**src/sscc_pkg.sv**
```systemverilog
// package: register map, field positions, reset values and carriers
package sscc_pkg;
    // ------------------------------------------------------------------
    // register indices and byte addresses
    // ------------------------------------------------------------------
    localparam logic [7:0]  CTRL_IDX   = 8'h12;  // control register index
    localparam logic [7:0]  CFG_IDX    = 8'h13;  // configuration index
    localparam logic [7:0]  CLKDIV_IDX = 8'h14;  // clock divider index
    localparam logic [7:0]  BUF_IDX    = 8'h04;  // data buffer index
    localparam logic [11:0] CTRL_ADDR   = {2'h0, CTRL_IDX, 2'h0};
    localparam logic [11:0] CFG_ADDR    = {2'h0, CFG_IDX, 2'h0};
    localparam logic [11:0] CLKDIV_ADDR = {2'h0, CLKDIV_IDX, 2'h0};
    localparam logic [11:0] BUF_ADDR    = {2'h0, BUF_IDX, 2'h0};
    // ------------------------------------------------------------------
    // control field positions
    // ------------------------------------------------------------------
    localparam int CTL_BUSY  = 7;
    localparam int CTL_CMPL  = 6;
    localparam int CTL_RX_OVERRUN_FLAG  = 5;
    localparam int CTL_WRITE_COLLISION_FLAG  = 4;
    localparam int CTL_MODE_FAULT_FLAG  = 3;
    localparam int CTL_MODE_FAULT_ENABLE = 2;
    localparam int CTL_MSTR  = 1;
    localparam int CTL_EN    = 0;
    // ------------------------------------------------------------------
    // configuration field positions
    // ------------------------------------------------------------------
    localparam int CFG_IRQE = 7;
    localparam int CFG_SPOL = 6;
    localparam int CFG_CHR  = 2;
    localparam int CFG_PHA  = 1;
    localparam int CFG_POL  = 0;
    localparam logic [7:0] CFG_WMASK = 8'hC7;  // bits 5:3 reserved
    // ------------------------------------------------------------------
    // reset values and counts
    // ------------------------------------------------------------------
    localparam logic [7:0]  CTRL_RST = 8'h00;
    localparam logic [7:0]  CFG_RST  = 8'h00;
    localparam logic [15:0] BUF_RST  = 16'h0000;
    localparam logic [4:0]  BITS8    = 5'h08;
    localparam logic [4:0]  BITS16   = 5'h10;
    // ------------------------------------------------------------------
    // carriers
    // ------------------------------------------------------------------
    typedef struct packed {
        logic sclk;  // synchronised serial clock
        logic sel;   // synchronised raw select
        logic sdi;   // synchronised data input
    } sscc_pins_t;
    typedef struct packed {
        logic        done;    // full character received
        logic        start;   // transfer began
        logic        abort;   // select dropped mid character
        logic [15:0] rx;      // received character
    } sscc_evt_t;
endpackage

```
**src/sscc_shift.sv**
```systemverilog
// serial shift engine of the slave port
`timescale 1ns/1ps
`default_nettype none
module sscc_shift import sscc_pkg::*; (
    input  wire logic        clock,
    input  wire logic        reset_n,
    input  wire sscc_pins_t  pins,      // synchronised pins
    input  wire logic        active,    // enabled, slave, selected
    input  wire logic        cpol,
    input  wire logic        cpha,
    input  wire logic        chr16,
    input  wire logic        load,      // load transmit word
    input  wire logic [15:0] tx_word,
    output logic             sdo,
    output sscc_evt_t        evt
);
    // ------------------------------------------------------------------
    // state
    // ------------------------------------------------------------------
    logic [15:0] sh_r, sh_nxt;        // shift register
    logic [4:0]  cnt_r, cnt_nxt;      // bits received
    logic        clk_d_r;             // previous sclk
    logic        act_d_r;             // previous active
    logic        sdo_r, sdo_nxt;
    sscc_evt_t   evt_r, evt_nxt;
    logic        rise, fall, lead, trail, smp, shf;
    logic [4:0]  nbits;

    // ------------------------------------------------------------------
    // edge decode
    // ------------------------------------------------------------------
    always_comb begin
        rise  = pins.sclk & ~clk_d_r;
        fall  = ~pins.sclk & clk_d_r;
        lead  = cpol ? fall : rise;        // active edge
        trail = cpol ? rise : fall;
        smp   = cpha ? trail : lead;       // sample edge
        shf   = cpha ? lead : trail;
        nbits = chr16 ? BITS16 : BITS8;
    end

    // next state
    always_comb begin
        sh_nxt  = sh_r;
        cnt_nxt = cnt_r;
        sdo_nxt = sdo_r;
        evt_nxt = '0;
        evt_nxt.rx = evt_r.rx;
        if (!active) begin
            // idle: clock ignored, counter cleared
            cnt_nxt = 5'h00;
            if (act_d_r && cnt_r != 5'h00) begin
                evt_nxt.abort = 1'b1;      // no load, no flag
            end
            if (load) begin
                sh_nxt = tx_word;
            end
            sdo_nxt = 1'b1;                // idle level while released
        end else begin
            if (!act_d_r) begin
                evt_nxt.start = 1'b1;
                // msb must stand before the first sample edge
                sdo_nxt = chr16 ? sh_r[15] : sh_r[7];
            end
            if (smp) begin
                // msb first, shift in while shifting out
                sh_nxt = {sh_r[14:0], pins.sdi};
                if (cnt_r + 5'h01 == nbits) begin
                    evt_nxt.done = 1'b1;
                    evt_nxt.rx   = chr16 ? {sh_r[14:0], pins.sdi}
                                         : {8'h00, sh_r[6:0], pins.sdi};
                    cnt_nxt = 5'h00;
                end else begin
                    cnt_nxt = cnt_r + 5'h01;
                end
                if (cnt_r == 5'h00 && !act_d_r) begin
                    evt_nxt.start = 1'b1;
                end
            end
            if (shf) begin
                sdo_nxt = chr16 ? sh_r[15] : sh_r[7];
            end
        end
    end

    // registers
    always_ff @(posedge clock) begin
        if (!reset_n) begin
            sh_r    <= BUF_RST;
            cnt_r   <= 5'h00;
            clk_d_r <= 1'b0;
            act_d_r <= 1'b0;
            sdo_r   <= 1'b1;
            evt_r   <= '0;
        end else begin
            sh_r    <= sh_nxt;
            cnt_r   <= cnt_nxt;
            clk_d_r <= pins.sclk;
            act_d_r <= active;
            sdo_r   <= sdo_nxt;
            evt_r   <= evt_nxt;
        end
    end

    assign sdo = sdo_r;
    assign evt = evt_r;
endmodule
`default_nettype wire

```
**src/sscc_top.sv**
```systemverilog
// slave port control and configuration with apb register access
//
// Contract
// busy set at start, cleared at end
// complete flag set, cleared by software zero
// software writing flag one raises interrupt
// overrun flags second character, newer discarded
// buffer write while busy sets collision
// mode fault bits inert in slave mode
// master bit selects master or slave
// enable bit turns port on/off
// interrupt only when enabled and flag set
// select polarity bit chooses active level
// reserved config bits read zero, unwritable
// character length eight or sixteen bits
// phase bit picks sampling edge
// polarity bit picks active clock edge
// clock divider ignored in slave mode
// busy buffer write blocked, reads free
// early deselect aborts, nothing loaded
// msb first full duplex, load buffer
// deselected: ignore clock, release output
// pins synchronised before edge detection
//
// The APB interface to the registers was left to the implementer.
`timescale 1ns/1ps
`default_nettype none
module sscc_top import sscc_pkg::*; (
    input  wire logic        clock,
    input  wire logic        reset_n,
    input  wire logic        psel,
    input  wire logic        penable,
    input  wire logic        pwrite,
    input  wire logic [11:0] paddr,
    input  wire logic [31:0] pwdata,
    output logic      [31:0] prdata,
    output logic             pready,
    output logic             pslverr,
    input  wire logic        serial_clock_in,
    input  wire logic        slave_select_in,
    input  wire logic        serial_data_in,
    output logic             serial_data_out,
    output logic             serial_data_out_oe_n,  // low while driving
    output logic             port_irq
);
    // ------------------------------------------------------------------
    // pin synchronisers
    // ------------------------------------------------------------------
    logic [2:0] s1_r;          // first stage, read only by second
    logic [2:0] s2_r;          // second stage
    sscc_pins_t pins;

    // two flops per pin before any edge logic
    always_ff @(posedge clock) begin
        if (!reset_n) begin
            s1_r <= 3'h0;
            s2_r <= 3'h0;
        end else begin
            s1_r <= {serial_clock_in, slave_select_in, serial_data_in};
            s2_r <= s1_r;
        end
    end
    assign pins = sscc_pins_t'(s2_r);

    // ------------------------------------------------------------------
    // registers
    // ------------------------------------------------------------------
    logic [7:0]  ctrl_r, ctrl_nxt;     // control register
    logic [7:0]  cfg_r, cfg_nxt;       // configuration register
    logic [7:0]  cdiv_r, cdiv_nxt;     // divider, storage only
    logic [15:0] rbuf_r, rbuf_nxt;     // read buffer
    logic        unread_r, unread_nxt; // read buffer holds new data
    logic [31:0] prdata_r, prdata_nxt;
    logic        pready_r, pready_nxt;
    logic        perr_r, perr_nxt;
    logic        irq_r, irq_nxt;
    logic        sdo_oe_n_r, sdo_r;
    logic        selected, active, load, wr, rd, acc, hit;
    logic [7:0]  wb;
    sscc_evt_t   evt;
    logic        sdo_core;

    // ------------------------------------------------------------------
    // port mode and select decode
    // ------------------------------------------------------------------
    always_comb begin
        // polarity chooses active level
        selected = cfg_r[CFG_SPOL] ? pins.sel : ~pins.sel;
        // slave engine runs only when enabled and not master
        // select pin acts as select regardless of fault enable
        active = ctrl_r[CTL_EN] & ~ctrl_r[CTL_MSTR] & selected;
    end

    // ------------------------------------------------------------------
    // apb access decode (one wait state per access)
    // ------------------------------------------------------------------
    always_comb begin
        acc = psel & penable & ~pready_r;
        wr  = acc & pwrite;
        rd  = acc & ~pwrite;
        wb  = pwdata[7:0];
        hit = (paddr == CTRL_ADDR) || (paddr == CFG_ADDR)
           || (paddr == CLKDIV_ADDR) || (paddr == BUF_ADDR);
        // blocked while busy
        load = wr && paddr == BUF_ADDR && !ctrl_r[CTL_BUSY];
    end

    // ------------------------------------------------------------------
    // register next state
    // ------------------------------------------------------------------
    always_comb begin
        ctrl_nxt   = ctrl_r;
        cfg_nxt    = cfg_r;
        cdiv_nxt   = cdiv_r;
        rbuf_nxt   = rbuf_r;
        unread_nxt = unread_r;
        prdata_nxt = prdata_r;
        pready_nxt = acc;
        perr_nxt   = acc & ~hit;
        // software writes first, hardware sets override below
        if (wr) begin
            case (paddr)
                CTRL_ADDR: begin
                    // busy stays hardware owned
                    ctrl_nxt[6:0] = wb[6:0];  // writing one sets
                end
                CFG_ADDR: begin
                    cfg_nxt = wb & CFG_WMASK;
                end
                CLKDIV_ADDR: begin
                    cdiv_nxt = wb;             // no effect in slave
                end
                default: begin
                end
            endcase
        end
        if (rd && paddr == BUF_ADDR) begin
            unread_nxt = 1'b0;                 // reads unrestricted
        end
        // transfer start sets busy
        if (evt.start) begin
            ctrl_nxt[CTL_BUSY] = 1'b1;
        end
        // abort drops busy, no load, no complete
        if (evt.abort) begin
            ctrl_nxt[CTL_BUSY] = 1'b0;
        end
        if (evt.done) begin
            ctrl_nxt[CTL_BUSY] = 1'b0;
            ctrl_nxt[CTL_CMPL] = 1'b1;         // set wins over clear
            if (unread_r && !(rd && paddr == BUF_ADDR)) begin
                ctrl_nxt[CTL_RX_OVERRUN_FLAG] = 1'b1;     // newer discarded
            end else begin
                rbuf_nxt   = evt.rx;           // load read buffer
                unread_nxt = 1'b1;
            end
        end
        // buffer write during a transfer
        if (wr && paddr == BUF_ADDR && ctrl_r[CTL_BUSY]) begin
            ctrl_nxt[CTL_WRITE_COLLISION_FLAG] = 1'b1;
        end
        if (!ctrl_nxt[CTL_EN]) begin
            ctrl_nxt[CTL_BUSY] = 1'b0;         // disabled port idles
        end
        // read data mux, narrow registers in low bits
        if (rd) begin
            case (paddr)
                CTRL_ADDR:   prdata_nxt = {24'h000000, ctrl_r};
                CFG_ADDR:    prdata_nxt = {24'h000000, cfg_r & CFG_WMASK};
                CLKDIV_ADDR: prdata_nxt = {24'h000000, cdiv_r};
                BUF_ADDR:    prdata_nxt = {16'h0000, rbuf_r};
                default:     prdata_nxt = 32'h00000000;
            endcase
        end
        // mode fault flag feeds irq; in slave mode only a software write sets it
        irq_nxt = cfg_nxt[CFG_IRQE] & (ctrl_nxt[CTL_CMPL]
                | ctrl_nxt[CTL_RX_OVERRUN_FLAG] | ctrl_nxt[CTL_WRITE_COLLISION_FLAG]
                | ctrl_nxt[CTL_MODE_FAULT_FLAG]);
    end

    // register stage
    always_ff @(posedge clock) begin
        if (!reset_n) begin
            ctrl_r     <= CTRL_RST;
            cfg_r      <= CFG_RST;
            cdiv_r     <= 8'h00;
            rbuf_r     <= BUF_RST;
            unread_r   <= 1'b0;
            prdata_r   <= 32'h00000000;
            pready_r   <= 1'b0;
            perr_r     <= 1'b0;
            irq_r      <= 1'b0;
            sdo_r      <= 1'b1;
            sdo_oe_n_r <= 1'b1;
        end else begin
            ctrl_r     <= ctrl_nxt;
            cfg_r      <= cfg_nxt;
            cdiv_r     <= cdiv_nxt;
            rbuf_r     <= rbuf_nxt;
            unread_r   <= unread_nxt;
            prdata_r   <= prdata_nxt;
            pready_r   <= pready_nxt;
            perr_r     <= perr_nxt;
            irq_r      <= irq_nxt;
            sdo_r      <= sdo_core;
            sdo_oe_n_r <= ~active;             // release when idle
        end
    end

    // ------------------------------------------------------------------
    // shift engine
    // ------------------------------------------------------------------
    sscc_shift u_shift (
        .clock   (clock),
        .reset_n (reset_n),
        .pins    (pins),
        .active  (active),
        .cpol    (cfg_r[CFG_POL]),
        .cpha    (cfg_r[CFG_PHA]),
        .chr16   (cfg_r[CFG_CHR]),
        .load    (load),
        .tx_word (pwdata[15:0]),
        .sdo     (sdo_core),
        .evt     (evt)
    );

    assign prdata               = prdata_r;
    assign pready               = pready_r;
    assign pslverr              = perr_r;
    assign port_irq             = irq_r;
    assign serial_data_out      = sdo_r;
    assign serial_data_out_oe_n = sdo_oe_n_r;
endmodule
`default_nettype wire

```
**config.mk**
```make
export PLATFORM = sky130hd
export DESIGN_NAME = sscc_top
export DESIGN_NICKNAME = d
export VERILOG_FILES = /design/src/sscc_pkg.sv /design/src/sscc_shift.sv /design/src/sscc_top.sv
export SDC_FILE = /design/constraint.sdc
export NUM_CORES = 1
export LEC_CHECK = 0
export ABC_AREA = 1
export BUFFER_PORTS_ARGS = -buffer_cell sky130_fd_sc_hd__buf_2
export CAP_MARGIN = 20
export CORE_MARGIN = 4
export CORE_UTILIZATION = 60
export DETAILED_ROUTE_END_ITERATION = 16
export PLACE_DENSITY = 0.88
export SETUP_SLACK_MARGIN = 0.4
export SYNTH_ARGS = -nofsm -noshare
export SYNTH_HDL_FRONTEND = slang
export SYNTH_SLANG_ARGS = --single-unit
```
**constraint.sdc**
```tcl
create_clock -name clock -period 3.4 [get_ports clock]
set_input_delay 0.34 -clock clock [delete_from_list [all_inputs] [get_ports clock]]
set_output_delay 0.34 -clock clock [all_outputs]
set_load 0.1 [all_outputs]
```
======== Yosys cells after proc, flatten, opt, wreduce, memory -nomap -nowiden ========
Cells that the tools add are included.
cells by class
  add/sub/neg operators ................... 1
  equality and inequality tests ........... 7
  multiplexer cells ....................... 30
  bitwise logic cells ..................... 24
  reduce and logical (&&, ||, !) cells .... 26
operators with widths
  cell                   count
  $mux W16               4
  $pmux W16 S4           1
  $eq A12 B7 Y1 const B  3
  $mux W1                18
  $mux W8                2
  $mux W7                2
  $eq A12 B5 Y1 const B  1
  $reduce_and A2 Y1      6
  $not A1 Y1             11
  $and A1 B1 Y1          10
  $mux W5                2
  $logic_and A1 B1 Y1    7
  $reduce_and A3 Y1      2
  $add A5 B1 Y5 const B  1
  $eq A5 B5 Y1           1
  $logic_not A5 Y1       1
  $reduce_bool A5 Y1     1
  $reduce_or A4 Y1       1
  $logic_not A1 Y1       3
  $logic_or A1 B1 Y1     3
  $or A1 B1 Y1           3
  $mux W2                1
  $ne A2 B1 Y1 const B   1
  $ne A2 B2 Y1 const B   1
  2 further kinds        2
word-level totals
  register bits after elaboration ......... 124
  output and inout bits ................... 37
  logic and storage cells ................. 113

======== Logic depth before layout (Yosys ltp) ========
Gate-level depths: netlist (run 1).
  depth after elaboration ................. 12
  gate-level depth with buffers ........... 10

======== Hierarchy ========
A second synthesis (run 1) with hierarchy kept.
second synthesis, totals
  cell total of the unflattened synthesis .. 697
  area total of the unflattened synthesis .. 5071.1 um2
modules (own cells, without submodules)
  module      instances  cells an instance  area an instance (um2)  sequential area each (um2)
  sscc_top    1          382                2950.3                  1301.2
  sscc_shift  1          315                2120.8                  860.8

======== Least setup slack after synthesis (run 1) ========
Ideal clock, no wire load.
  path type ............................... register -> register
  from .................................... reg pready_r, in the netlist pready
  to ...................................... reg cdiv_r[2]
  setup time .............................. 0.070 ns
  data arrival time ....................... 2.076 ns
  required time ........................... 3.330 ns
  setup slack ............................. 1.254 ns
  stages on the path, launching flop included .. 8
  cells stage by stage .................... dfxtp_1 inv_1 nand4_1 clkinv_1 nand3_1 buf_2 o21ai_0 a21oi_1
between the ends
  cells in the longest elaborated chain, start to end .. 4
RTL lines
  item                         line             RTL
  start: declaration           sscc_top.sv:74   logic pready_r, pready_nxt;
  start signal: assignment     sscc_top.sv:202  pready_r <= pready_nxt;
  $not A1 Y1                   sscc_top.sv:98   acc = psel & penable & ~pready_r;
  $and A1 B1 Y1                sscc_top.sv:98
  $and A1 B1 Y1                sscc_top.sv:99   wr = acc & pwrite;
  $reduce_and A2 Y1 (no line)  --
  end signal: assignment       sscc_top.sv:198  cdiv_r <= cdiv_nxt;
  end: declaration             sscc_top.sv:70   logic [7:0] cdiv_r, cdiv_nxt;
Every way passes these cells.
A chain may end at the register's enable or synchronous reset.

======== Final worst setup path (run 1) ========
  from .................................... reg cfg_r[6]
  to ...................................... reg u_shift.evt_r (netlist bit u_shift.evt[9])
between the ends
  cells in the longest elaborated chain, start to end .. 3
RTL lines
  item                         line               RTL
  start: declaration           sscc_top.sv:69     logic [7:0] cfg_r, cfg_nxt;
  start signal: assignment     sscc_top.sv:197    cfg_r <= cfg_nxt;
  $mux W1                      sscc_top.sv:88     selected = cfg_r[CFG_SPOL] ? pins.sel : ~pins.sel;
  $and A1 B1 Y1                sscc_top.sv:91     active = ctrl_r[CTL_EN] & ~ctrl_r[CTL_MSTR] & selected;
  $reduce_and A3 Y1 (no line)  --
  end signal: assignment       sscc_shift.sv:101  evt_r <= evt_nxt;
  end: declaration             sscc_shift.sv:25   sscc_evt_t evt_r, evt_nxt;
Every way passes these cells.

==> impl_metrics.csv, run 1 <==
group,metric,value,unit
run_status,status,"complete, no violations",
place,place.gp.congestion,0.869,
layout,mostFrequentLayoutCells,"nand2_1 (152), dfxtp_1 (108), nor2_1 (67)",
sta,final.setup.tns,0,ns
power,peakVddDrop,0.247,mV
routing,vias_per_cell,5.39,
synthesis,ys_ff_latch,108,
setup_path,path_max_fanout,25,
synthesis,synth_top_cell_by_area,"dfxtp_1",
global_routing,grt_start_max_net_pins,77,
clocking,postCtsSetupBuffers,0,
place,dpl.cell_count,812,
floorplan,initial_core_util,0.626,
sta,max_slew.worst_pin.slew,0.845,ns
sta,max_freq,0.436,GHz
setup_path,path_class,"flop to flop",
global_routing,grt_pass1_wl,18700,um
synthesis,netlist_area,4920,um2
clocking,ctsHoldBuffers,0,
clocking,worstSkewPairLatency,0.39,ns
layout,final-seq-area,2160,um2
routing,ant_nets,0,
floorplan,core.rowCount,32,
setup_path,cpPeakStageDelay,0.42,ns
synthesis,ys_top_cells_by_area,"dfxtp_1 (44%), nand2_1 (12%), nand3_1 (6.3%)",
layout,multiInputGateArea,2290,um2
layout,nFillCells,698,
routing,wl,11300,um
setup_path,cp_cell_sequence,"inv_2 -> a21oi_4 -> nand2_4 -> nor2_8 -> nand3_4 -> nor2_4 -> nand2_1 -> nand2_1",
clocking,cts_root_buffer,"clkbuf_8",
clocking,cts_tree,"done",
sta,setup_ws,1.11,ns
clocking,clockBufferDepth,2,
run,drv_cap,0,
routing,drc,0,
synthesis,synth.distinct_cells,42,
global_routing,grt_pass1_vias,4029,
clocking,clock_sinks,108,
sta,final_max_slew_viol_count,0,
setup_path,start_kind,"flop",
floorplan,die-area,9710,um2
sta,hold_viol_final,0,
synthesis,synth_top_area_share,0.440,
layout,fin_area,5340,um2
setup_path,slowest_stage,"a21oi_4",
clocking,h-tree-depth,3,
global_routing,grt_use_total,0.236,
sta,post-route-period-util,0.674,
sta,rsz0062_at_grt,"no",
power,p_comb_frac,0.082,
place,pre_cts_slack,1.14,ns
layout,final_cells,828,
clocking,numCtsBuffers,9,
power,power.switching,654,uW
clocking,clk_pin_slew,0.11,ns
floorplan,die_w,98.5,um
clocking,post_cts_resize_count,0,
synthesis,syn_avg_cell_area,7.25,um2
power,swShare,0.291,
synthesis,yosysSeqAreaShare,0.440,
sta,finalSetupViolCount,0,
floorplan,fp.coreArea,7850,um2
synthesis,yosysWarnings,0,
layout,drive_gt1_frac,0.143,
routing,drt_iter0_drc,347,
routing,dr.pass1.iters,6,
setup_path,cp_common_cell,"nand2_1",
power,p_per_area,421,nW/um2
layout,antennaDiodeCount,0,
power,p_total,2.25,mW
sta,whs,0.132,ns
floorplan,dieHeight,98.5,um
synthesis,postSynthCellCount,678,
place,dp_hpwl,7920,um
place,port_buffers,56,
setup_path,cp-end-kind,"flop",
min_path,hold_class,"primary input to flop",
sta,finalCriticalPeriod,2.29,ns
global_routing,grt-ovfl-total,0,
sta,max-slew-margin-rel,0.436,
power,p_clk_frac,0.352,
layout,final_core_util,0.681,
floorplan,ios,89,
power,p_leak,2.48,nW
setup_path,required,3.73,ns
layout,final_nets,775,
layout,syn_to_final_growth,8.68,%
routing,num_vias,4462,
sta,worst_clock_skew,0.00940,ns
layout,final_common_cell,"nand2_1",
global_routing,antenna_found_initial,0,
power,p_int,1.60,mW
routing,wl_per_cell,13.6,um
power,power_frac_seq,0.565,
place,post_dp_cell_area,5140,um2
setup_path,critPathArrivalTime,2.62,ns
[area by class of cell]
type / count / share of cell area
Inverter: 70 / 0.0492
Timing Repair Buffer: 58 / 0.0553
Sequential cell: 108 / 0.405
Clock inverter: 7 / 0.0148
Clock buffer: 9 / 0.0232
Multi-Input combinational cell: 474 / 0.429
Tap cell: 102 / 0.0239
[critical path: cells and delay by family, from the launching register on]
family,cells,cell delay (ns)
buffers and inverters,1,0.07
AND/OR/NAND/NOR,6,1.38
AO/OA/AOI/OAI,1,0.42
flip-flops,1,0.37
[path summary, 6_finish.rpt]
path | cells past startpoint | slack [ns] | end | start
setup / recovery | 8 | 1.11 | u_shift.evt[9] | cfg_r[6]
hold / removal | 3 | 0.13 | s1_r[2] | serial_clock_in
setup reg to reg | 8 | 1.11 | u_shift.evt[9] | cfg_r[6]
hold reg to reg | 1 | 0.42 | u_shift.evt[17] | u_shift.act_d_r
[sequential cells by signal, summed over array words and instances (netlist names), 3 cells and up]
| name | flops |
|---|---|
| cdiv_r | 8 |
| cfg_r | 5 |
| ctrl_r | 8 |
| pins | 3 |
| prdata | 16 |
| rbuf_r | 16 |
| s1_r | 3 |
| u_shift.cnt_r | 5 |
| u_shift.evt | 19 |
| u_shift.sh_r | 16 |
[power by group through the flow]
stage	combinational [mW]	sequential, mW	clock [mW]
after floorplan	0.148	1.31	0
after global placement	0.181	1.30	0
after detailed placement	0.184	1.30	0
after CTS	0.184	1.27	0.804
after global routing	0.199	1.27	0.853
final	0.185	1.27	0.793
[logic make-up (layout without fill, tap and decap cells)]
group | Yosys count | in the layout | share of synthesized area
other | 1 | 16 | 0.000763
AOI/OAI and AO/OA | 115 | 115 | 0.125
adders and majority gates | 2 | 2 | 0.00509
DFF | 108 | 108 | 0.440
and+or+nand+nor | 340 | 340 | 0.322
buffers and inverters | 111 | 144 | 0.105
xor gates and xnor gates | 1 | 1 | 0.00178
[cells in the mapped netlist]
cell type	count
nand3b_1	1
a22oi_1	1
o21bai_1	1
nand2_4	5
clkinv_1	2
o21ai_0	48
dfxtp_1	108
buf_4	17
buf_6	4
nor2_8	2
a21oi_4	1
nand3_2	1
nor2_4	5
nor2_2	6
and2_1	2
nor2_1	67
nor3b_1	1
a311oi_1	1
or2_2	1
nor3_4	1
buf_1	2
nand3_1	62
and3_2	1
nor3_1	21
nor3_2	1
o21ai_1	14
xor2_1	1
inv_2	2
nand4_1	8
clkbuf_1	12
nand2_2	1
buf_2	6
o211ai_1	1
a21oi_2	1
inv_1	66
conb_1	1
nand2_1	152
o21ai_4	1
a21oi_1	46
ha_1	2
or2_0	1
nand3_4	1
[metal layers]
layer	routed length (um)	GRT usage
met1	4860	0.305
met5	0	0
met2	5480	0.400
met3	792	0.0418
met4	162	0.0798
No activity file was read; power rests on OpenSTA's default activity.
==> inputs of run 2 (changes only) <==
--- a/config.mk
+++ b/config.mk
@@ -9,9 +9,9 @@
 export BUFFER_PORTS_ARGS = -buffer_cell sky130_fd_sc_hd__buf_2
 export CAP_MARGIN = 20
 export CORE_MARGIN = 4
-export CORE_UTILIZATION = 60
+export CORE_UTILIZATION = 50
 export DETAILED_ROUTE_END_ITERATION = 16
-export PLACE_DENSITY = 0.88
+export PLACE_DENSITY = 0.79
 export SETUP_SLACK_MARGIN = 0.4
 export SYNTH_ARGS = -nofsm -noshare
 export SYNTH_HDL_FRONTEND = slang
==> constraint.sdc (replaced) <==
create_clock -name clock -period 2.1 [get_ports clock]
set_input_delay 0.21 -clock clock [delete_from_list [all_inputs] [get_ports clock]]
set_output_delay 0.21 -clock clock [all_outputs]
set_load 0.1 [all_outputs]
==> run 2 against run 1 <==
  * Cell count grew 7.7%
  * Sequential power is 62% higher
  * Combinational power is 70% higher
  * Hold slack worse by 0.11 ns
  * Wire length is 12% higher
  * Critical path depth up 2
  * Fmax is 33% higher
==> impl_metrics.csv, run 2 (synthesis results as in run 1) <==
group,metric,value,unit
setup_path,reg2reg_from,"pins[2]",
global_routing,grt_use_total,0.208,
sta,max-slew-margin-rel,0.530,
routing,dr.pass1.iters,5,
sta,final.setup.tns,0,ns
run,drv_cap,0,
setup_path,regToRegSetupSlack,0.38,ns
floorplan,core.rowCount,35,
sta,worst_clock_skew,0.0133,ns
clocking,cts_root_buffer,"clkbuf_8",
routing,wl,12600,um
global_routing,grt_pass1_vias,4113,
sta,post-route-period-util,0.818,
layout,syn_to_final_growth,19.7,%
setup_path,ff2ff_path_depth,10,
sta,max_freq,0.582,GHz
sta,hold_viol_final,0,
place,port_buffers,56,
setup_path,cp_cell_sequence,"inv_2 -> nand3_2 -> o21ai_4 -> o21ai_4 -> nor2_8 -> buf_12 -> nor2_4 -> clkbuf_16 -> o21ai_1 -> nor2_1",
clocking,ctsHoldBuffers,0,
setup_path,cp_common_cell,"o21ai_4",
setup_path,critPathArrivalTime,2.01,ns
floorplan,ios,89,
layout,largest_reg_flops,19,
sta,rsz0062_at_grt,"yes",
setup_path,cp-end-kind,"flop",
global_routing,antenna_found_initial,0,
place,dp_hpwl,8060,um
setup_path,critical_path.reg2reg.endpoint,"u_shift.sh_r[5]",
setup_path,path_class,"flop to flop",
global_routing,grt_pass1_wl,19300,um
setup_path,required,2.40,ns
sta,finalSetupViolCount,0,
power,p_per_area,611,nW/um2
power,p_leak,2.69,nW
min_path,min_from,"slave_select_in",
global_routing,grt-ovfl-total,0,
layout,final_common_cell,"nand2_1",
global_routing,grt_start_max_net_pins,77,
layout,mostFrequentLayoutCells,"nand2_1 (146), dfxtp_1 (98), nor2_1 (67)",
floorplan,fp.coreArea,9420,um2
sta,final_max_slew_viol_count,0,
setup_path,path_buf_inv,3,
routing,vias_per_cell,5.19,
setup_path,path_depth,10,
floorplan,die_w,107,um
min_path,whs_path_depth,3,
clocking,worstSkewPairLatency,0.37,ns
floorplan,die-area,11500,um2
floorplan,dieHeight,107,um
run_status,status,"complete, no violations",
routing,num_vias,4632,
sta,max_slew.worst_pin.slew,0.705,ns
clocking,clk_pin_slew,0.12,ns
clocking,clockBufferDepth,2,
min_path,min_to,"s1_r[1]",
clocking,cts_tree,"done",
place,place.gp.congestion,0.870,
layout,antennaDiodeCount,0,
clocking,h-tree-depth,3,
setup_path,critPathTopFamily,"simple AND/OR/NAND/NOR gates",
routing,drc,0,
floorplan,initial_core_util,0.522,
routing,ant_nets,0,
layout,final_core_util,0.625,
routing,wl_per_cell,14.1,um
setup_path,start_kind,"flop",
clocking,numCtsBuffers,9,
layout,drive_gt1_frac,0.221,
power,peakVddDrop,0.331,mV
setup_path,path_max_fanout,8,
sta,finalCriticalPeriod,1.72,ns
layout,final_nets,812,
clocking,clock_sinks,108,
layout,nFillCells,774,
routing,drt_iter0_drc,379,
min_path,hold_class,"primary input to flop",
setup_path,cpPeakStageDelay,0.39,ns
setup_path,slowest_stage,"dfxtp_4",
run 2: layout make-up:
cell class              instances  area, um2  share of cell area
inverters                      70        268              0.0455
repair buffers                 90        593               0.101
well taps                     129        161              0.0274
multi-input cells             479       2480               0.422
flip-flops and latches        108       2180               0.371
clock buffers                   9        124              0.0211
clock inverters                 7       71.3              0.0121
run 2: per-stage QoR:
| step | hold WS, ns | instances | cell area, um2 | total power, mW | worst slack (ns) |
|---|---|---|---|---|---|
| after floorplan | 0.308 | 693 | 4980 | 2.36 | 0.439 |
| after global placement | 0.392 | 846 | 5230 | 2.40 | 0.181 |
| after detailed placement | 0.400 | 846 | 5230 | 2.41 | 0.116 |
| after CTS | 0.00737 | 875 | 5610 | 3.60 | 0.390 |
| after global routing | 0.0193 | 892 | 5880 | 3.73 | 0.304 |
| final | 0.0184 | 892 | 5880 | 3.60 | 0.383 |
run 2: timing repair:
action	CTS	global route
buffers inserted	10	14
setup endpoints to repair	54	63
gates cloned	3	3
resized for setup	19	37
pin swaps	7	24
run 2: worst max path at each step:
stage	from	end	slack [ns]
after detailed placement	cfg_r[6]	u_shift.evt[13]	0.12
after CTS	u_shift.cnt_r[0]	u_shift.evt[13]	0.39
after global placement	cfg_r[6]	u_shift.evt[13]	0.18
final	pins[2]	u_shift.sh_r[5]	0.38
after global routing	u_shift.clk_d_r	u_shift.sh_r[4]	0.30
after floorplan	pready	cdiv_r[2]	0.44
run 2: per-layer routing:
metal	wire length, um	up-vias	part of all wire	GRT usage
met5	0	-	0	0
met4	284	0	0.023	0.0785
met3	767	28	0.061	0.0331
met2	6340	164	0.50	0.352
met1	5220	2112	0.41	0.264
li1	-	2328	-	-
run 2: worst reg2reg max path, delay by kind of cell, from the launching register on:
kind	cells	cell delay, ns
buffers and inverters	3	0.35
flip-flops	1	0.39
AND/OR/NAND/NOR	4	0.45
AO/OA/AOI/OAI	3	0.45
run 2: power by group:
group | leakage (nW) | switching, mW | internal (mW)
clock network | 0.0922 | 0.763 | 0.462
logic | 1.72 | 0.253 | 0.0620
registers | 0.877 | 0.00479 | 2.05
total | 2.69 | 1.02 | 2.57
